==> src/rtl/pch_pkg.sv <==
// Constants for the configuration identity and command registers
package pch_pkg;
  localparam int unsigned CFG_AW          = 6;
  localparam logic [5:0]  DW_IDENT        = 6'h00;
  localparam logic [5:0]  DW_CMD_STATUS   = 6'h01;
  localparam logic [7:0]  OFS_MAKER_ID    = 8'h00;
  localparam logic [7:0]  OFS_PART_ID     = 8'h02;
  localparam logic [7:0]  OFS_COMMAND     = 8'h04;
  localparam logic [15:0] CMD_RESET       = 16'h0000;
  localparam logic [15:0] CMD_WRITABLE    = 16'h0147;
  localparam int unsigned BIT_IO_EN       = 0;
  localparam int unsigned BIT_MEM_EN      = 1;
  localparam int unsigned BIT_INIT_EN     = 2;
  localparam int unsigned BIT_SPECIAL     = 3;
  localparam int unsigned BIT_WINV_EN     = 4;
  localparam int unsigned BIT_PALETTE     = 5;
  localparam int unsigned BIT_PARITY_EN   = 6;
  localparam int unsigned BIT_STEP_EN     = 7;
  localparam int unsigned BIT_SYSTEM_ERROR_REPORT_ENABLE     = 8;
  localparam int unsigned BIT_B2B_EN      = 9;
  localparam int unsigned RSVD_LSB        = 10;
  localparam int unsigned RSVD_MSB        = 15;
endpackage

==> src/rtl/pch_config_regs.sv <==
// Configuration identity words and command register with their effects
`timescale 1ns/100ps
// How it works
// - Offset 0 returns a fixed read-only maker code; writes leave it alone.
// - Offset 2 returns a fixed read-only part code chosen by the maker.
// - Offset 4 holds the 16-bit command register, all zeros after reset.
// - Command bits 15..10 are reserved, read zero, ignore writes.
// - Command bit 9, back-to-back enable, always reads zero.
// - Command bit 8 is read/write and enables the system-error output driver.
// - Address parity errors raise system error only with bits 8 and 6 set.
// - Command bit 7, stepping control, is hardwired zero; writes do nothing.
// - Bit 6 enables parity response: data errors on PERR, address on SERR.
// - Command bit 5, palette snoop, reads zero and ignores writes.
// - Command bit 4, write-invalidate enable, reads zero; plain writes used instead.
// - Command bit 3, special cycles, reads zero; special cycles never answered.
// - Bus ownership may be requested only while command bit 2 is set.
// - Memory space cycles are claimed only while command bit 1 is set.
// - I/O space cycles are claimed only while command bit 0 is set.
module pch_config_regs #(
  parameter logic [15:0] MAKER_ID = 16'h1234,  // Arbitrary value
  parameter logic [15:0] PART_ID  = 16'h5678   // Arbitrary value
) (
  input  wire logic                       I_CLK,
  input  wire logic                       I_RST_B,
  input  wire logic                       i_cfg_rd,
  input  wire logic                       i_cfg_wr,
  input  wire logic [pch_pkg::CFG_AW-1:0] i_cfg_dw,
  input  wire logic [3:0]                 i_cfg_be,
  input  wire logic [31:0]                i_cfg_wdata,
  output logic      [31:0]                o_cfg_rdata,
  output logic                            o_cfg_ack,
  input  wire logic                       i_addr_par_err,
  input  wire logic                       i_data_par_err,
  input  wire logic                       i_mem_hit,
  input  wire logic                       i_io_hit,
  input  wire logic                       i_bus_want,
  output logic                            o_serr_drv_en,
  output logic                            o_serr,
  output logic                            o_perr,
  output logic                            o_mem_claim,
  output logic                            o_io_claim,
  output logic                            o_bus_req
);

  logic [15:0] cmd_q;
  logic [15:0] cmd_d;
  logic [15:0] lane_mask;
  logic        cmd_wr;
  logic [31:0] rdata_d;

  // Byte enables 0 and 1 cover the command half of the second word
  assign lane_mask = {{8{i_cfg_be[1]}}, {8{i_cfg_be[0]}}};
  assign cmd_wr    = i_cfg_wr && (i_cfg_dw == pch_pkg::DW_CMD_STATUS);

  // Only writable bits ever take a one, so hardwired bits stay zero
  always_comb begin
    cmd_d = (cmd_q & ~lane_mask) | (i_cfg_wdata[15:0] & lane_mask);
    cmd_d = cmd_d & pch_pkg::CMD_WRITABLE;
  end

  always_ff @(posedge I_CLK) begin
    if (!I_RST_B) begin
      cmd_q <= pch_pkg::CMD_RESET;
    end else if (cmd_wr) begin
      cmd_q <= cmd_d;
    end
  end

  // Identity word is constant, so writes to it fall on nothing
  // Status half is outside this block and reads as zero here
  always_comb begin
    rdata_d = 32'h0000_0000;
    unique case (i_cfg_dw)
      pch_pkg::DW_IDENT:      rdata_d = {PART_ID, MAKER_ID};
      pch_pkg::DW_CMD_STATUS: rdata_d = {16'h0000, cmd_q};
      default:                rdata_d = 32'h0000_0000;
    endcase
  end

  always_ff @(posedge I_CLK) begin
    if (!I_RST_B) begin
      o_cfg_rdata <= 32'h0000_0000;
      o_cfg_ack   <= 1'b0;
    end else begin
      o_cfg_ack   <= i_cfg_rd || i_cfg_wr;
      o_cfg_rdata <= i_cfg_rd ? rdata_d : 32'h0000_0000;
    end
  end

  // Error reporting; one-cycle pulses follow the detector by one clock
  always_ff @(posedge I_CLK) begin
    if (!I_RST_B) begin
      o_serr_drv_en <= 1'b0;
      o_serr        <= 1'b0;
      o_perr        <= 1'b0;
    end else begin
      o_serr_drv_en <= cmd_q[pch_pkg::BIT_SYSTEM_ERROR_REPORT_ENABLE];
      o_serr        <= i_addr_par_err && cmd_q[pch_pkg::BIT_SYSTEM_ERROR_REPORT_ENABLE]
                       && cmd_q[pch_pkg::BIT_PARITY_EN];
      o_perr        <= i_data_par_err && cmd_q[pch_pkg::BIT_PARITY_EN];
    end
  end

  // Decoder hits and initiator requests gated by the space and master enables
  always_ff @(posedge I_CLK) begin
    if (!I_RST_B) begin
      o_mem_claim <= 1'b0;
      o_io_claim  <= 1'b0;
      o_bus_req   <= 1'b0;
    end else begin
      o_mem_claim <= i_mem_hit && cmd_q[pch_pkg::BIT_MEM_EN];
      o_io_claim  <= i_io_hit && cmd_q[pch_pkg::BIT_IO_EN];
      o_bus_req   <= i_bus_want && cmd_q[pch_pkg::BIT_INIT_EN];
    end
  end

  AST_MAKER_ID: assert property (@(posedge I_CLK) disable iff (!I_RST_B)
    i_cfg_rd && i_cfg_dw == pch_pkg::DW_IDENT |=> o_cfg_rdata[15:0] == MAKER_ID)
    else $error("maker code wrong on read");

  AST_PART_ID: assert property (@(posedge I_CLK) disable iff (!I_RST_B)
    i_cfg_rd && i_cfg_dw == pch_pkg::DW_IDENT |=> o_cfg_ack && o_cfg_rdata[31:16] == PART_ID)
    else $error("part code wrong on read");

  AST_CMD_RESET: assert property (@(posedge I_CLK)
    !I_RST_B |=> cmd_q == pch_pkg::CMD_RESET && !o_mem_claim && !o_io_claim && !o_bus_req)
    else $error("command not cleared by reset");

  AST_RSVD_ZERO: assert property (@(posedge I_CLK) disable iff (!I_RST_B)
    i_cfg_rd && i_cfg_dw == pch_pkg::DW_CMD_STATUS
    |=> o_cfg_rdata[pch_pkg::RSVD_MSB:pch_pkg::RSVD_LSB] == 6'h00)
    else $error("reserved command bits read nonzero");

  AST_B2B_ZERO: assert property (@(posedge I_CLK) disable iff (!I_RST_B)
    cmd_wr ##2 (i_cfg_rd && i_cfg_dw == pch_pkg::DW_CMD_STATUS)
    |=> !o_cfg_rdata[pch_pkg::BIT_B2B_EN])
    else $error("back-to-back bit reads one");

  AST_SERR_DRV: assert property (@(posedge I_CLK) disable iff (!I_RST_B)
    cmd_wr && i_cfg_be[1] ##1 1'b1 |=> o_serr_drv_en == $past(i_cfg_wdata[8], 2))
    else $error("driver enable does not follow bit 8");

  AST_SERR_GATE: assert property (@(posedge I_CLK) disable iff (!I_RST_B)
    i_addr_par_err |=> o_serr == ($past(cmd_q[pch_pkg::BIT_SYSTEM_ERROR_REPORT_ENABLE])
                                  && $past(cmd_q[pch_pkg::BIT_PARITY_EN])))
    else $error("system error gating wrong");

  AST_FIXED_ZERO: assert property (@(posedge I_CLK) disable iff (!I_RST_B)
    cmd_wr ##2 (i_cfg_rd && i_cfg_dw == pch_pkg::DW_CMD_STATUS)
    |=> o_cfg_rdata[7] == 1'b0 && o_cfg_rdata[5:3] == 3'h0)
    else $error("hardwired command bit reads one");

  AST_PERR_GATE: assert property (@(posedge I_CLK) disable iff (!I_RST_B)
    !cmd_q[pch_pkg::BIT_PARITY_EN] |=> !o_perr && !o_serr)
    else $error("parity reported while response disabled");

  AST_INIT_GATE: assert property (@(posedge I_CLK) disable iff (!I_RST_B)
    o_bus_req |-> $past(cmd_q[pch_pkg::BIT_INIT_EN]) && $past(i_bus_want))
    else $error("bus requested while initiator disabled");

  AST_MEM_GATE: assert property (@(posedge I_CLK) disable iff (!I_RST_B)
    i_mem_hit && cmd_q[pch_pkg::BIT_MEM_EN] |=> o_mem_claim)
    else $error("enabled memory hit not claimed");

  AST_IO_GATE: assert property (@(posedge I_CLK) disable iff (!I_RST_B)
    o_io_claim |-> $past(cmd_q[pch_pkg::BIT_IO_EN]))
    else $error("io cycle claimed while disabled");

  AST_BYTE_LANE: assert property (@(posedge I_CLK) disable iff (!I_RST_B)
    cmd_wr && !i_cfg_be[0] |=> cmd_q[7:0] == $past(cmd_q[7:0]))
    else $error("disabled byte lane was written");

  AST_READBACK: assert property (@(posedge I_CLK) disable iff (!I_RST_B)
    cmd_wr && i_cfg_be[0] |=> cmd_q[2:0] == $past(i_cfg_wdata[2:0]))
    else $error("written enable bits not held");

  // Bus handshake: every access is answered exactly one cycle later
  AST_ACK_PULSE: assert property (@(posedge I_CLK) disable iff (!I_RST_B)
    i_cfg_rd || i_cfg_wr |=> o_cfg_ack)
    else $error("access not acknowledged");

  AST_ACK_IDLE: assert property (@(posedge I_CLK) disable iff (!I_RST_B)
    !i_cfg_rd && !i_cfg_wr |=> !o_cfg_ack)
    else $error("acknowledge without access");

  AST_RDATA_IDLE: assert property (@(posedge I_CLK) disable iff (!I_RST_B)
    !i_cfg_rd |=> o_cfg_rdata == 32'h0000_0000)
    else $error("read data not zero outside a read");

  AST_UNMAPPED_ZERO: assert property (@(posedge I_CLK) disable iff (!I_RST_B)
    i_cfg_rd && i_cfg_dw != pch_pkg::DW_IDENT && i_cfg_dw != pch_pkg::DW_CMD_STATUS
    |=> o_cfg_rdata == 32'h0000_0000)
    else $error("unmapped word reads nonzero");

  AST_STATUS_HALF: assert property (@(posedge I_CLK) disable iff (!I_RST_B)
    i_cfg_rd && i_cfg_dw == pch_pkg::DW_CMD_STATUS |=> o_cfg_rdata[31:16] == 16'h0000)
    else $error("status half reads nonzero");

  AST_CMD_RDATA: assert property (@(posedge I_CLK) disable iff (!I_RST_B)
    i_cfg_rd && i_cfg_dw == pch_pkg::DW_CMD_STATUS |=> o_cfg_rdata[15:0] == $past(cmd_q))
    else $error("command read does not show register");

  // Writes that do not address the command word must leave it untouched
  AST_IDENT_WRITE: assert property (@(posedge I_CLK) disable iff (!I_RST_B)
    i_cfg_wr && i_cfg_dw == pch_pkg::DW_IDENT |=> cmd_q == $past(cmd_q))
    else $error("identity write disturbed command");

  AST_OTHER_WRITE: assert property (@(posedge I_CLK) disable iff (!I_RST_B)
    i_cfg_wr && i_cfg_dw != pch_pkg::DW_CMD_STATUS |=> cmd_q == $past(cmd_q))
    else $error("foreign write disturbed command");

  AST_HIGH_LANE: assert property (@(posedge I_CLK) disable iff (!I_RST_B)
    cmd_wr && !i_cfg_be[1] |=> cmd_q[15:8] == $past(cmd_q[15:8]))
    else $error("disabled upper lane was written");

  AST_SERR_WRITE: assert property (@(posedge I_CLK) disable iff (!I_RST_B)
    cmd_wr && i_cfg_be[1] |=> cmd_q[pch_pkg::BIT_SYSTEM_ERROR_REPORT_ENABLE] == $past(i_cfg_wdata[8]))
    else $error("system error enable not written");

  AST_PARITY_WRITE: assert property (@(posedge I_CLK) disable iff (!I_RST_B)
    cmd_wr && i_cfg_be[0] |=> cmd_q[pch_pkg::BIT_PARITY_EN] == $past(i_cfg_wdata[6]))
    else $error("parity response enable not written");

  // Hardwired bits never hold a one, whatever was written
  AST_RSVD_Q: assert property (@(posedge I_CLK) disable iff (!I_RST_B)
    cmd_q[pch_pkg::RSVD_MSB:pch_pkg::RSVD_LSB] == 6'h00)
    else $error("reserved command bits set");

  AST_B2B_Q: assert property (@(posedge I_CLK) disable iff (!I_RST_B)
    !cmd_q[pch_pkg::BIT_B2B_EN])
    else $error("back-to-back bit set");

  AST_STEP_Q: assert property (@(posedge I_CLK) disable iff (!I_RST_B)
    !cmd_q[pch_pkg::BIT_STEP_EN])
    else $error("stepping bit set");

  AST_PALETTE_Q: assert property (@(posedge I_CLK) disable iff (!I_RST_B)
    !cmd_q[pch_pkg::BIT_PALETTE])
    else $error("palette snoop bit set");

  AST_WINV_Q: assert property (@(posedge I_CLK) disable iff (!I_RST_B)
    !cmd_q[pch_pkg::BIT_WINV_EN])
    else $error("write-invalidate bit set");

  AST_SPECIAL_Q: assert property (@(posedge I_CLK) disable iff (!I_RST_B)
    !cmd_q[pch_pkg::BIT_SPECIAL])
    else $error("special cycle bit set");

  // Error reporting in both directions
  AST_SERR_SET: assert property (@(posedge I_CLK) disable iff (!I_RST_B)
    i_addr_par_err && cmd_q[pch_pkg::BIT_SYSTEM_ERROR_REPORT_ENABLE] && cmd_q[pch_pkg::BIT_PARITY_EN] |=> o_serr)
    else $error("enabled address parity error not reported");

  AST_SERR_NOERR: assert property (@(posedge I_CLK) disable iff (!I_RST_B)
    !i_addr_par_err |=> !o_serr)
    else $error("system error without address parity error");

  AST_SERR_NOEN: assert property (@(posedge I_CLK) disable iff (!I_RST_B)
    !cmd_q[pch_pkg::BIT_SYSTEM_ERROR_REPORT_ENABLE] |=> !o_serr)
    else $error("system error while its enable is clear");

  AST_PERR_SET: assert property (@(posedge I_CLK) disable iff (!I_RST_B)
    i_data_par_err && cmd_q[pch_pkg::BIT_PARITY_EN] |=> o_perr)
    else $error("enabled data parity error not reported");

  AST_PERR_NOERR: assert property (@(posedge I_CLK) disable iff (!I_RST_B)
    !i_data_par_err |=> !o_perr)
    else $error("parity error without data parity error");

  AST_DRV_FOLLOW: assert property (@(posedge I_CLK) disable iff (!I_RST_B)
    1'b1 |=> o_serr_drv_en == $past(cmd_q[pch_pkg::BIT_SYSTEM_ERROR_REPORT_ENABLE]))
    else $error("driver enable does not track its bit");

  // Space claims and bus requests in both directions
  AST_INIT_SET: assert property (@(posedge I_CLK) disable iff (!I_RST_B)
    i_bus_want && cmd_q[pch_pkg::BIT_INIT_EN] |=> o_bus_req)
    else $error("enabled initiator did not request");

  AST_WANT_OFF: assert property (@(posedge I_CLK) disable iff (!I_RST_B)
    !i_bus_want |=> !o_bus_req)
    else $error("bus requested without a wish");

  AST_MEM_OFF: assert property (@(posedge I_CLK) disable iff (!I_RST_B)
    o_mem_claim |-> $past(cmd_q[pch_pkg::BIT_MEM_EN]) && $past(i_mem_hit))
    else $error("memory cycle claimed while disabled");

  AST_MEM_HIT_OFF: assert property (@(posedge I_CLK) disable iff (!I_RST_B)
    !i_mem_hit |=> !o_mem_claim)
    else $error("memory claim without a hit");

  AST_IO_SET: assert property (@(posedge I_CLK) disable iff (!I_RST_B)
    i_io_hit && cmd_q[pch_pkg::BIT_IO_EN] |=> o_io_claim)
    else $error("enabled io hit not claimed");

  AST_IO_HIT_OFF: assert property (@(posedge I_CLK) disable iff (!I_RST_B)
    !i_io_hit |=> !o_io_claim)
    else $error("io claim without a hit");

  // Reset clears every output, not only the command word
  AST_RESET_OUT: assert property (@(posedge I_CLK)
    !I_RST_B |=> !o_serr && !o_perr && !o_serr_drv_en && !o_cfg_ack
                 && o_cfg_rdata == 32'h0000_0000)
    else $error("outputs not cleared by reset");

endmodule

==> config.mk <==
export PLATFORM = sky130hd
export DESIGN_NAME = pch_config_regs
export DESIGN_NICKNAME = d
export VERILOG_FILES = /design/src/rtl/pch_pkg.sv /design/src/rtl/pch_config_regs.sv
export SDC_FILE = /design/constraint.sdc
export NUM_CORES = 1
export LEC_CHECK = 0
export ABC_AREA = 1
export BUFFER_PORTS_ARGS = -buffer_cell sky130_fd_sc_hd__buf_2
export CAP_MARGIN = 30
export CORE_AREA = 3 3 53 80
export CTS_CLUSTER_SIZE = 8
export DETAILED_ROUTE_END_ITERATION = 12
export DIE_AREA = 0 0 56 83
export PLACE_DENSITY = 0.62
export SYNTH_ARGS = -nofsm -noshare
export SYNTH_HDL_FRONTEND = slang
export SYNTH_SLANG_ARGS = --single-unit
==> constraint.sdc <==
create_clock -name I_CLK -period 1 [get_ports I_CLK]
set_clock_uncertainty 0.1 [all_clocks]
set_input_delay 0.1 -clock I_CLK [delete_from_list [all_inputs] [get_ports I_CLK]]
set_output_delay 0.1 -clock I_CLK [all_outputs]
set_load 0.01 [all_outputs]
==> results.md, run 1 <==
| Result | Value |
|---|---|
| Distinct cells, synth | 18 |
| Share of final-layout standard cells stronger than drive strength 1 | 0.3987 |
| Horiz. Die Dim | 56 µm |
| Placer congestion estimate | 0.7063 |
| Clock insertion delay at the later pin of the skew report | 0.24 ns |
| CTS Root Buffer Type | sky130_fd_sc_hd__clkbuf_8 |
| Synth Area per Inst | 8.021 µm² |
| Run status | complete, no violations |
| Die Span Y | 83 µm |
| Ratio of routed vias to standard cells | 3.663 |
| Cell family with the largest share of critical-path delay | flip-flops |
| Clock tree from TritonCTS | yes |
| Final antenna-violating net count | 0 |
| Port bufs | 45 |
| Worst min-delay path category | in -> reg |
| Mapped Area | 898.4 µm² |
| Placeable Area | 3649 µm² |
| Deepest clock path buffer count | 2 |
| Top cells by area, synth | sky130_fd_sc_hd__dfxtp_1, sky130_fd_sc_hd__buf_4, sky130_fd_sc_hd__nor2_1 |
| Static leakage power | 0.6319 nW |
| Number of hold violations in the final report | 0 |
| Total CTS buffers | 3 |
| WP data arrival | 0.76 ns |
| Starting density of the core | 0.2462 |
| Clock transition at the register clock pins on the worst setup and hold paths after CTS | 0.06 ns |
| Post-layout instance count excluding filler cells | 196 |
| Max Clk Rate | 1043 MHz |
| Number of pins with negative max-slew slack in the final report | 0 |
| Number of cell rows | 27 |
| Peak per-stage delay on the critical path | 0.38 ns |
| Number of endpoints failing setup at the final stage | 0 |
| Type of destination of the critical path | output port |
| Routed wire length | 1.630 mm |
| Number of setup buffers added after CTS | 0 |
| Count of synthesis-stage warnings from yosys | 0 |
| Total power per unit cell area | 1262 nW/µm² |
| Period utilization | 0.9583 |
| Top FF cell, synth | sky130_fd_sc_hd__dfxtp_1 |
| First-pass GRT wire length | 2.635 mm |
| Cell count after synthesis | 112 |
| Worst-case vdd ir drop | 0.5818 mV |
| Average wire per standard cell | 8.316 µm |
| Post-route DRC violation count | 0 |
| Maximum number of pins on one net before global-route repair | 13 |
| Share of async-settable or async-resettable flops after synthesis | 0 |
| Aggregate global routing overflow | 0 |
| ANT cells | 0 |
| Top-level port count | 90 |
| Total vias in the final route | 718 |
| Antenna violations before repair | 0 |
| H-tree lvl count | 1 |
| DR pass1 iterations | 4 |
| Critical path type | reg -> out |
| Critical path launch point type | flip-flop |
| Seq. cell area | 364.1 µm² |
| Yosys reg bits | 18 |
| Tot Pwr | 0.001434 W |
| Violation count after the first detailed-route iteration | 17 |
| Fill count | 409 |
| Crit-path cells | buf_2 |
| Clock period minus final worst setup slack | 0.9583 ns |
| Final HPWL from detailed placement | 1.450 mm |
| Floorplan die area | 4648 µm² |
| Count of buffer and inverter cells on the critical path | 1 |
| EDFF count, synth | 0 |
| Cell taking the most area after synthesis | sky130_fd_sc_hd__dfxtp_1 |
| Max-cap check violation count | 0 |
| Number of sinks handled by clock tree synthesis | 18 |
| Leading cell types by count after synthesis | sky130_fd_sc_hd__buf_4, sky130_fd_sc_hd__nor2_1, sky130_fd_sc_hd__dfxtp_1 |
| Number of cells in the design after placement | 188 |
| Slowest stage cell on the critical path | sky130_fd_sc_hd__dfxtp_4 |
| Final Net Count | 205 |
| Library cell with the highest instance count after synthesis | sky130_fd_sc_hd__buf_4 |
| Crit path max fanout | 12 |
| Vias in the first global route | 664 |
| Area overhead of the layout relative to synthesis | 26.46% |
| Unrepaired setup endpoints after global routing | true |
| Multi-input gate area in the final layout | 341.6 µm² |
| Fraction of synthesized cell area taken by the top area cell type | 0.4011 |
| Sequential share of the synthesized area | 0.4011 |
| Required time of the worst setup path | 0.80 ns |
| GR Util All Layers | 0.06979 |
layout by cell type (no fill, tap or decap):
| cell | instances |
|---|---|
| sky130_fd_sc_hd__a21oi_1 | 1 |
| sky130_fd_sc_hd__buf_2 | 45 |
| sky130_fd_sc_hd__buf_4 | 1 |
| sky130_fd_sc_hd__clkbuf_8 | 4 |
| sky130_fd_sc_hd__conb_1 | 15 |
| sky130_fd_sc_hd__dfxtp_1 | 17 |
| sky130_fd_sc_hd__dfxtp_4 | 1 |
| sky130_fd_sc_hd__dlygate4sd3_1 | 4 |
| sky130_fd_sc_hd__inv_1 | 12 |
| sky130_fd_sc_hd__inv_2 | 1 |
| sky130_fd_sc_hd__nand2_1 | 16 |
| sky130_fd_sc_hd__nand2_2 | 1 |
| sky130_fd_sc_hd__nand2_4 | 1 |
| sky130_fd_sc_hd__nand3_2 | 1 |
| sky130_fd_sc_hd__nand4_1 | 6 |
| sky130_fd_sc_hd__nand4_2 | 1 |
| sky130_fd_sc_hd__nor2_1 | 20 |
| sky130_fd_sc_hd__nor2_2 | 1 |
| sky130_fd_sc_hd__nor2_4 | 3 |
| sky130_fd_sc_hd__nor2_8 | 1 |
| sky130_fd_sc_hd__nor3b_1 | 1 |
cell type report:
type | count | share of cell area
clock buffer | 4 | 0.04846
multi-input combinational | 68 | 0.3007
sequential | 18 | 0.3205
inverter | 13 | 0.04295
tap | 43 | 0.04736
timing repair buffer | 50 | 0.2401
where the power goes:
group | internal (W) | switching [W]
sequential | 0.000719 | 0.00000145
combinational | 0.0000610 | 0.0000933
clock | 0.000348 | 0.000211
worst paths after layout:
check | from | end | slack (ns) | cells after the start
worst max-delay path | o_cfg_rdata[28]$_SDFF_PN0_ | o_cfg_rdata[26] | 0.04 | 1
worst min-delay path | i_addr_par_err | o_serr$_SDFF_PN0_ | 0.02 | 2
worst max register to register | flip-flop | o_serr$_SDFF_PN0_ | 0.23 | 2
worst min register to register | flip-flop | o_perr$_SDFF_PN0_ | 0.35 | 2
worst register-to-register path, stage by stage, from the launching register on:
cell and delay [ns]:
sky130_fd_sc_hd__dfxtp_1 0.35, sky130_fd_sc_hd__nand2_1 0.08, sky130_fd_sc_hd__nor3b_1 0.17
kinds of logic (layout without fill, tap and decap cells):
| logic type | count (synthesis) | count (layout) | share of synthesized area |
|---|---|---|---|
| flops | 18 | 18 | 0.4011 |
| other cells | 1 | 15 | 0.004174 |
| simple gates | 52 | 52 | 0.3120 |
| compound gates | 1 | 1 | 0.005566 |
| buf+inv | 40 | 67 | 0.2771 |
routing by layer:
metal / GRT usage / part of all wire / vias to the layer above
li1: - / - / 379
met1: 0.07319 / 0.36 / 291
met2: 0.1235 / 0.50 / 48
met3: 0.01711 / 0.14 / 0
met4: 0.03888 / 0 / 0
met5: 0 / 0 / -
stage by stage:
step | hold slack [ns] | setup slack [ns] | utilization | TNS (ns) | cell area [µm²]
after floorplan | 0.1073 | 0.1007 | - | 0 | 950.9
after global placement | 0.2223 | -0.04752 | 0.2843 | -0.2129 | 1037
after detailed placement | 0.2257 | -0.04948 | 0.2843 | -0.2347 | 1037
after CTS | 0.01554 | 0.02810 | 0.3114 | 0 | 1136
after global routing | 0.01896 | -0.01044 | 0.3114 | -0.05259 | 1136
final | 0.01954 | 0.04165 | 0.3114 | 0 | 1136
timing repair:
action,4_1_cts,5_1_grt
endpoints found under the hold margin,4,0
hold buffers,4,0
gates cloned,0,0
gates resized for setup,2,0
setup endpoints to repair,12,12
No activity file was read; power rests on OpenSTA's default activity.
==> run 2, diff against run 1 <==
--- a/config.mk
+++ b/config.mk
@@ -6,12 +6,11 @@
 export NUM_CORES = 1
 export LEC_CHECK = 0
-export ABC_AREA = 1
 export BUFFER_PORTS_ARGS = -buffer_cell sky130_fd_sc_hd__buf_2
 export CAP_MARGIN = 30
-export CORE_AREA = 3 3 53 80
+export CORE_AREA = 3 3 51 77
 export CTS_CLUSTER_SIZE = 8
 export DETAILED_ROUTE_END_ITERATION = 12
-export DIE_AREA = 0 0 56 83
-export PLACE_DENSITY = 0.62
+export DIE_AREA = 0 0 54 80
+export PLACE_DENSITY = 0.64
 export SYNTH_ARGS = -nofsm -noshare
 export SYNTH_HDL_FRONTEND = slang
==> constraint.sdc (replaced) <==
create_clock -name I_CLK -period 1 [get_ports I_CLK]
set_clock_uncertainty 0.1 [all_clocks]
set_input_delay 0.2 -clock I_CLK [delete_from_list [all_inputs] [get_ports I_CLK]]
set_output_delay 0.2 -clock I_CLK [all_outputs]
set_load 0.01 [all_outputs]
==> results.md, run 2 <==
| Result | Value |
|---|---|
| Number of setup buffers added after CTS | 0 |
| Leading cell types by count after synthesis | sky130_fd_sc_hd__buf_4, sky130_fd_sc_hd__dfxtp_1, sky130_fd_sc_hd__inv_1, sky130_fd_sc_hd__nor2_1 |
| Starting density of the core | 0.2468 |
| Port bufs | 45 |
| Cell family with the largest share of critical-path delay | flip-flops |
| Placeable Area | 3351 µm² |
| Slowest stage cell on the critical path | sky130_fd_sc_hd__dfxtp_4 |
| Critical path type | reg -> out |
| Required time of the worst setup path | 0.70 ns |
| Post-route DRC violation count | 0 |
| Sequential share of the synthesized area | 0.4357 |
| DR pass1 iterations | 4 |
| End of the worst register-to-register path | o_serr$_SDFF_PN0_ |
| Unrepaired setup endpoints after global routing | true |
| Placer congestion estimate | 0.7214 |
| Number of cells on the worst reg-to-reg path | 3 |
| Count of buffer and inverter cells on the critical path | 1 |
| Ratio of routed vias to standard cells | 3.983 |
| Yosys reg bits | 18 |
| Max Clk Rate | 929.5 MHz |
| Number of hold violations in the final report | 0 |
| Final Net Count | 184 |
| GR Util All Layers | 0.08204 |
| Mapped Area | 827.0 µm² |
| Count of cells along the worst hold path | 3 |
| Violation count after the first detailed-route iteration | 16 |
| Crit-path cells | buf_2 |
| Fill count | 367 |
| Library cell with the highest instance count after synthesis | sky130_fd_sc_hd__buf_4 |
| Routed wire length | 1.810 mm |
| Area overhead of the layout relative to synthesis | 28.59% |
| Peak per-stage delay on the critical path | 0.39 ns |
| Finished Cell Area | 1064 µm² |
| Horiz. Die Dim | 54 µm |
| ANT cells | 0 |
| Max-cap check violation count | 0 |
| CTS Root Buffer Type | sky130_fd_sc_hd__clkbuf_8 |
| Clock tree from TritonCTS | yes |
| Top cells by area, synth | sky130_fd_sc_hd__dfxtp_1, sky130_fd_sc_hd__buf_4, sky130_fd_sc_hd__and3_1 |
| Floorplan die area | 4320 µm² |
| Top FF cell, synth | sky130_fd_sc_hd__dfxtp_1 |
| Number of endpoints failing setup at the final stage | 13 |
| Type of destination of the critical path | output port |
| Top-level port count | 90 |
| Fraction of synthesized cell area taken by the top area cell type | 0.4357 |
| Distinct cells, synth | 17 |
| Final antenna-violating net count | 0 |
| Total CTS buffers | 3 |
| Cell count after synthesis | 90 |
| Die Span Y | 80 µm |
| Synth Area per Inst | 9.189 µm² |
| Critical path startpoint | o_cfg_rdata[28]$_SDFF_PN0_ |
| Aggregate global routing overflow | 0 |
| Average wire per standard cell | 10.46 µm |
| H-tree lvl count | 1 |
| Multi-input gate area in the final layout | 299.0 µm² |
| Period utilization | 1.076 |
| Placed instance area | 999.7 µm² |
| Seq. cell area | 365.4 µm² |
| Deepest clock path buffer count | 2 |
| WP data arrival | 0.78 ns |
| Internal reg-to-reg setup slack | 0.21 ns |
| Sink of the worst hold path | o_cfg_ack$_SDFF_PN0_ |
| Total vias in the final route | 689 |
| Number of pins with negative max-slew slack in the final report | 0 |
| Clock insertion delay at the later pin of the skew report | 0.24 ns |
| Most common library cell in the layout ignoring fill and taps | sky130_fd_sc_hd__buf_2 |
| EDFF count, synth | 0 |
| Total power per unit cell area | 1262 nW/µm² |
| Worst min-delay path category | in -> reg |
| Crit path max fanout | 12 |
| Beginning of the worst hold path | i_cfg_rd |
| Top library cells by usage in the layout, fill and taps aside | sky130_fd_sc_hd__buf_2, sky130_fd_sc_hd__dfxtp_1, sky130_fd_sc_hd__conb_1 |
| First-pass GRT wire length | 2.559 mm |
| Clock period minus final worst setup slack | 1.076 ns |
| Hold Buf Count CTS | 0 |
| Worst Slack Setup Final | -0.07590 ns |
| Maximum number of pins on one net before global-route repair | 13 |
| Clock transition at the register clock pins on the worst setup and hold paths after CTS | 0.06 ns |
| Static leakage power | 0.5614 nW |
| Critical path launch point type | flip-flop |
| Worst-case vdd ir drop | 0.5112 mV |
| Number of cell rows | 26 |
| Cell taking the most area after synthesis | sky130_fd_sc_hd__dfxtp_1 |
| Final HPWL from detailed placement | 1.483 mm |
| Number of sinks handled by clock tree synthesis | 18 |
| DP Worst Slack | -0.2567 ns |
| Antenna violations before repair | 0 |
| Accumulated negative setup slack | -0.8895 ns |
| Count of synthesis-stage warnings from yosys | 0 |
| Vias in the first global route | 596 |
| Share of async-settable or async-resettable flops after synthesis | 0 |
| Run status | finished, violations left |
| Failing checks | negative setup slack |
| Share of final-layout standard cells stronger than drive strength 1 | 0.4580 |
[run 2: changes by cell type in the layout (fill, tap and decap cells not counted), moves of 2 or more]
cell and delta:
sky130_fd_sc_hd__nor2_1 -12, sky130_fd_sc_hd__buf_6 +2, sky130_fd_sc_hd__inv_1 -4, sky130_fd_sc_hd__and3_1 +5, sky130_fd_sc_hd__o31ai_1 +3, sky130_fd_sc_hd__dlygate4sd3_1 -4, sky130_fd_sc_hd__buf_4 +4, sky130_fd_sc_hd__nand3_1 +2
sky130_fd_sc_hd__a21oi_1 +4, sky130_fd_sc_hd__nor2_4 -3, sky130_fd_sc_hd__nand2_1 -14, sky130_fd_sc_hd__buf_2 -2
[run 2: layout make-up]
cell class / count / share of cell area
repair buffers: 50 / 0.2588
flip-flops and latches: 18 / 0.3435
multi-input cells: 52 / 0.2812
clock buffers: 3 / 0.03882
inverters: 8 / 0.02824
well taps: 42 / 0.04941
[run 2: power breakdown]
| part | internal, W | switching [W] | total, W |
|---|---|---|---|
| sequential | 0.000718 | 0.00000215 | 0.000721 |
| clock | 0.000267 | 0.000214 | 0.000481 |
| combinational | 0.0000623 | 0.0000789 | 0.000141 |
[run 2: worst max path at each step]
stage	endpoint	slack, ns	cells after the start
2_1_floorplan	flip-flop	-0.07	3
3_3_place_gp	flip-flop	-0.23	4
3_5_place_dp	flip-flop	-0.26	4
4_1_cts	o_cfg_rdata[19]	-0.09	1
5_1_grt	o_cfg_rdata[30]	-0.13	1
6_report	o_cfg_rdata[19]	-0.08	1
[run 2: cells by family (layout without fill, tap and decap cells)]
family,after synthesis,after routing,synth area share
compound gates,9,9,0.06656
buf+inv,34,61,0.2723
flops,18,18,0.4357
mux,1,1,0.01210
other cells,1,15,0.004534
simple gates,27,27,0.2088
[run 2: worst register-to-register path, cell delays in order (launching register included)]
cell	delay, ns
sky130_fd_sc_hd__dfxtp_1	0.31
sky130_fd_sc_hd__nand2_1	0.07
sky130_fd_sc_hd__inv_1	0.05
sky130_fd_sc_hd__and3_1	0.16
[run 2: stage by stage]
stage	utilization	instances	total power, W	hold slack (ns)
3_5_place_dp	0.2984	170	0.0008713	0.3216
6_report	0.3174	173	0.001343	0.06321
3_3_place_gp	0.2984	170	0.0008699	0.3174
4_1_cts	0.3118	173	0.001347	0.06397
2_1_floorplan	-	104	0.0008361	0.1724
5_1_grt	0.3174	173	0.001392	0.08300
[run 2: repair_timing]
action / CTS / global route
resized for setup: 2 / 5
pin swaps: 0 / 2
setup endpoints to repair: 12 / 19
[run 2: routing by layer]
metal / GRT usage / share of wire
met5: 0 / 0
met3: 0.02430 / 0.13
met2: 0.1383 / 0.47
met1: 0.09091 / 0.39
met4: 0.03741 / 0
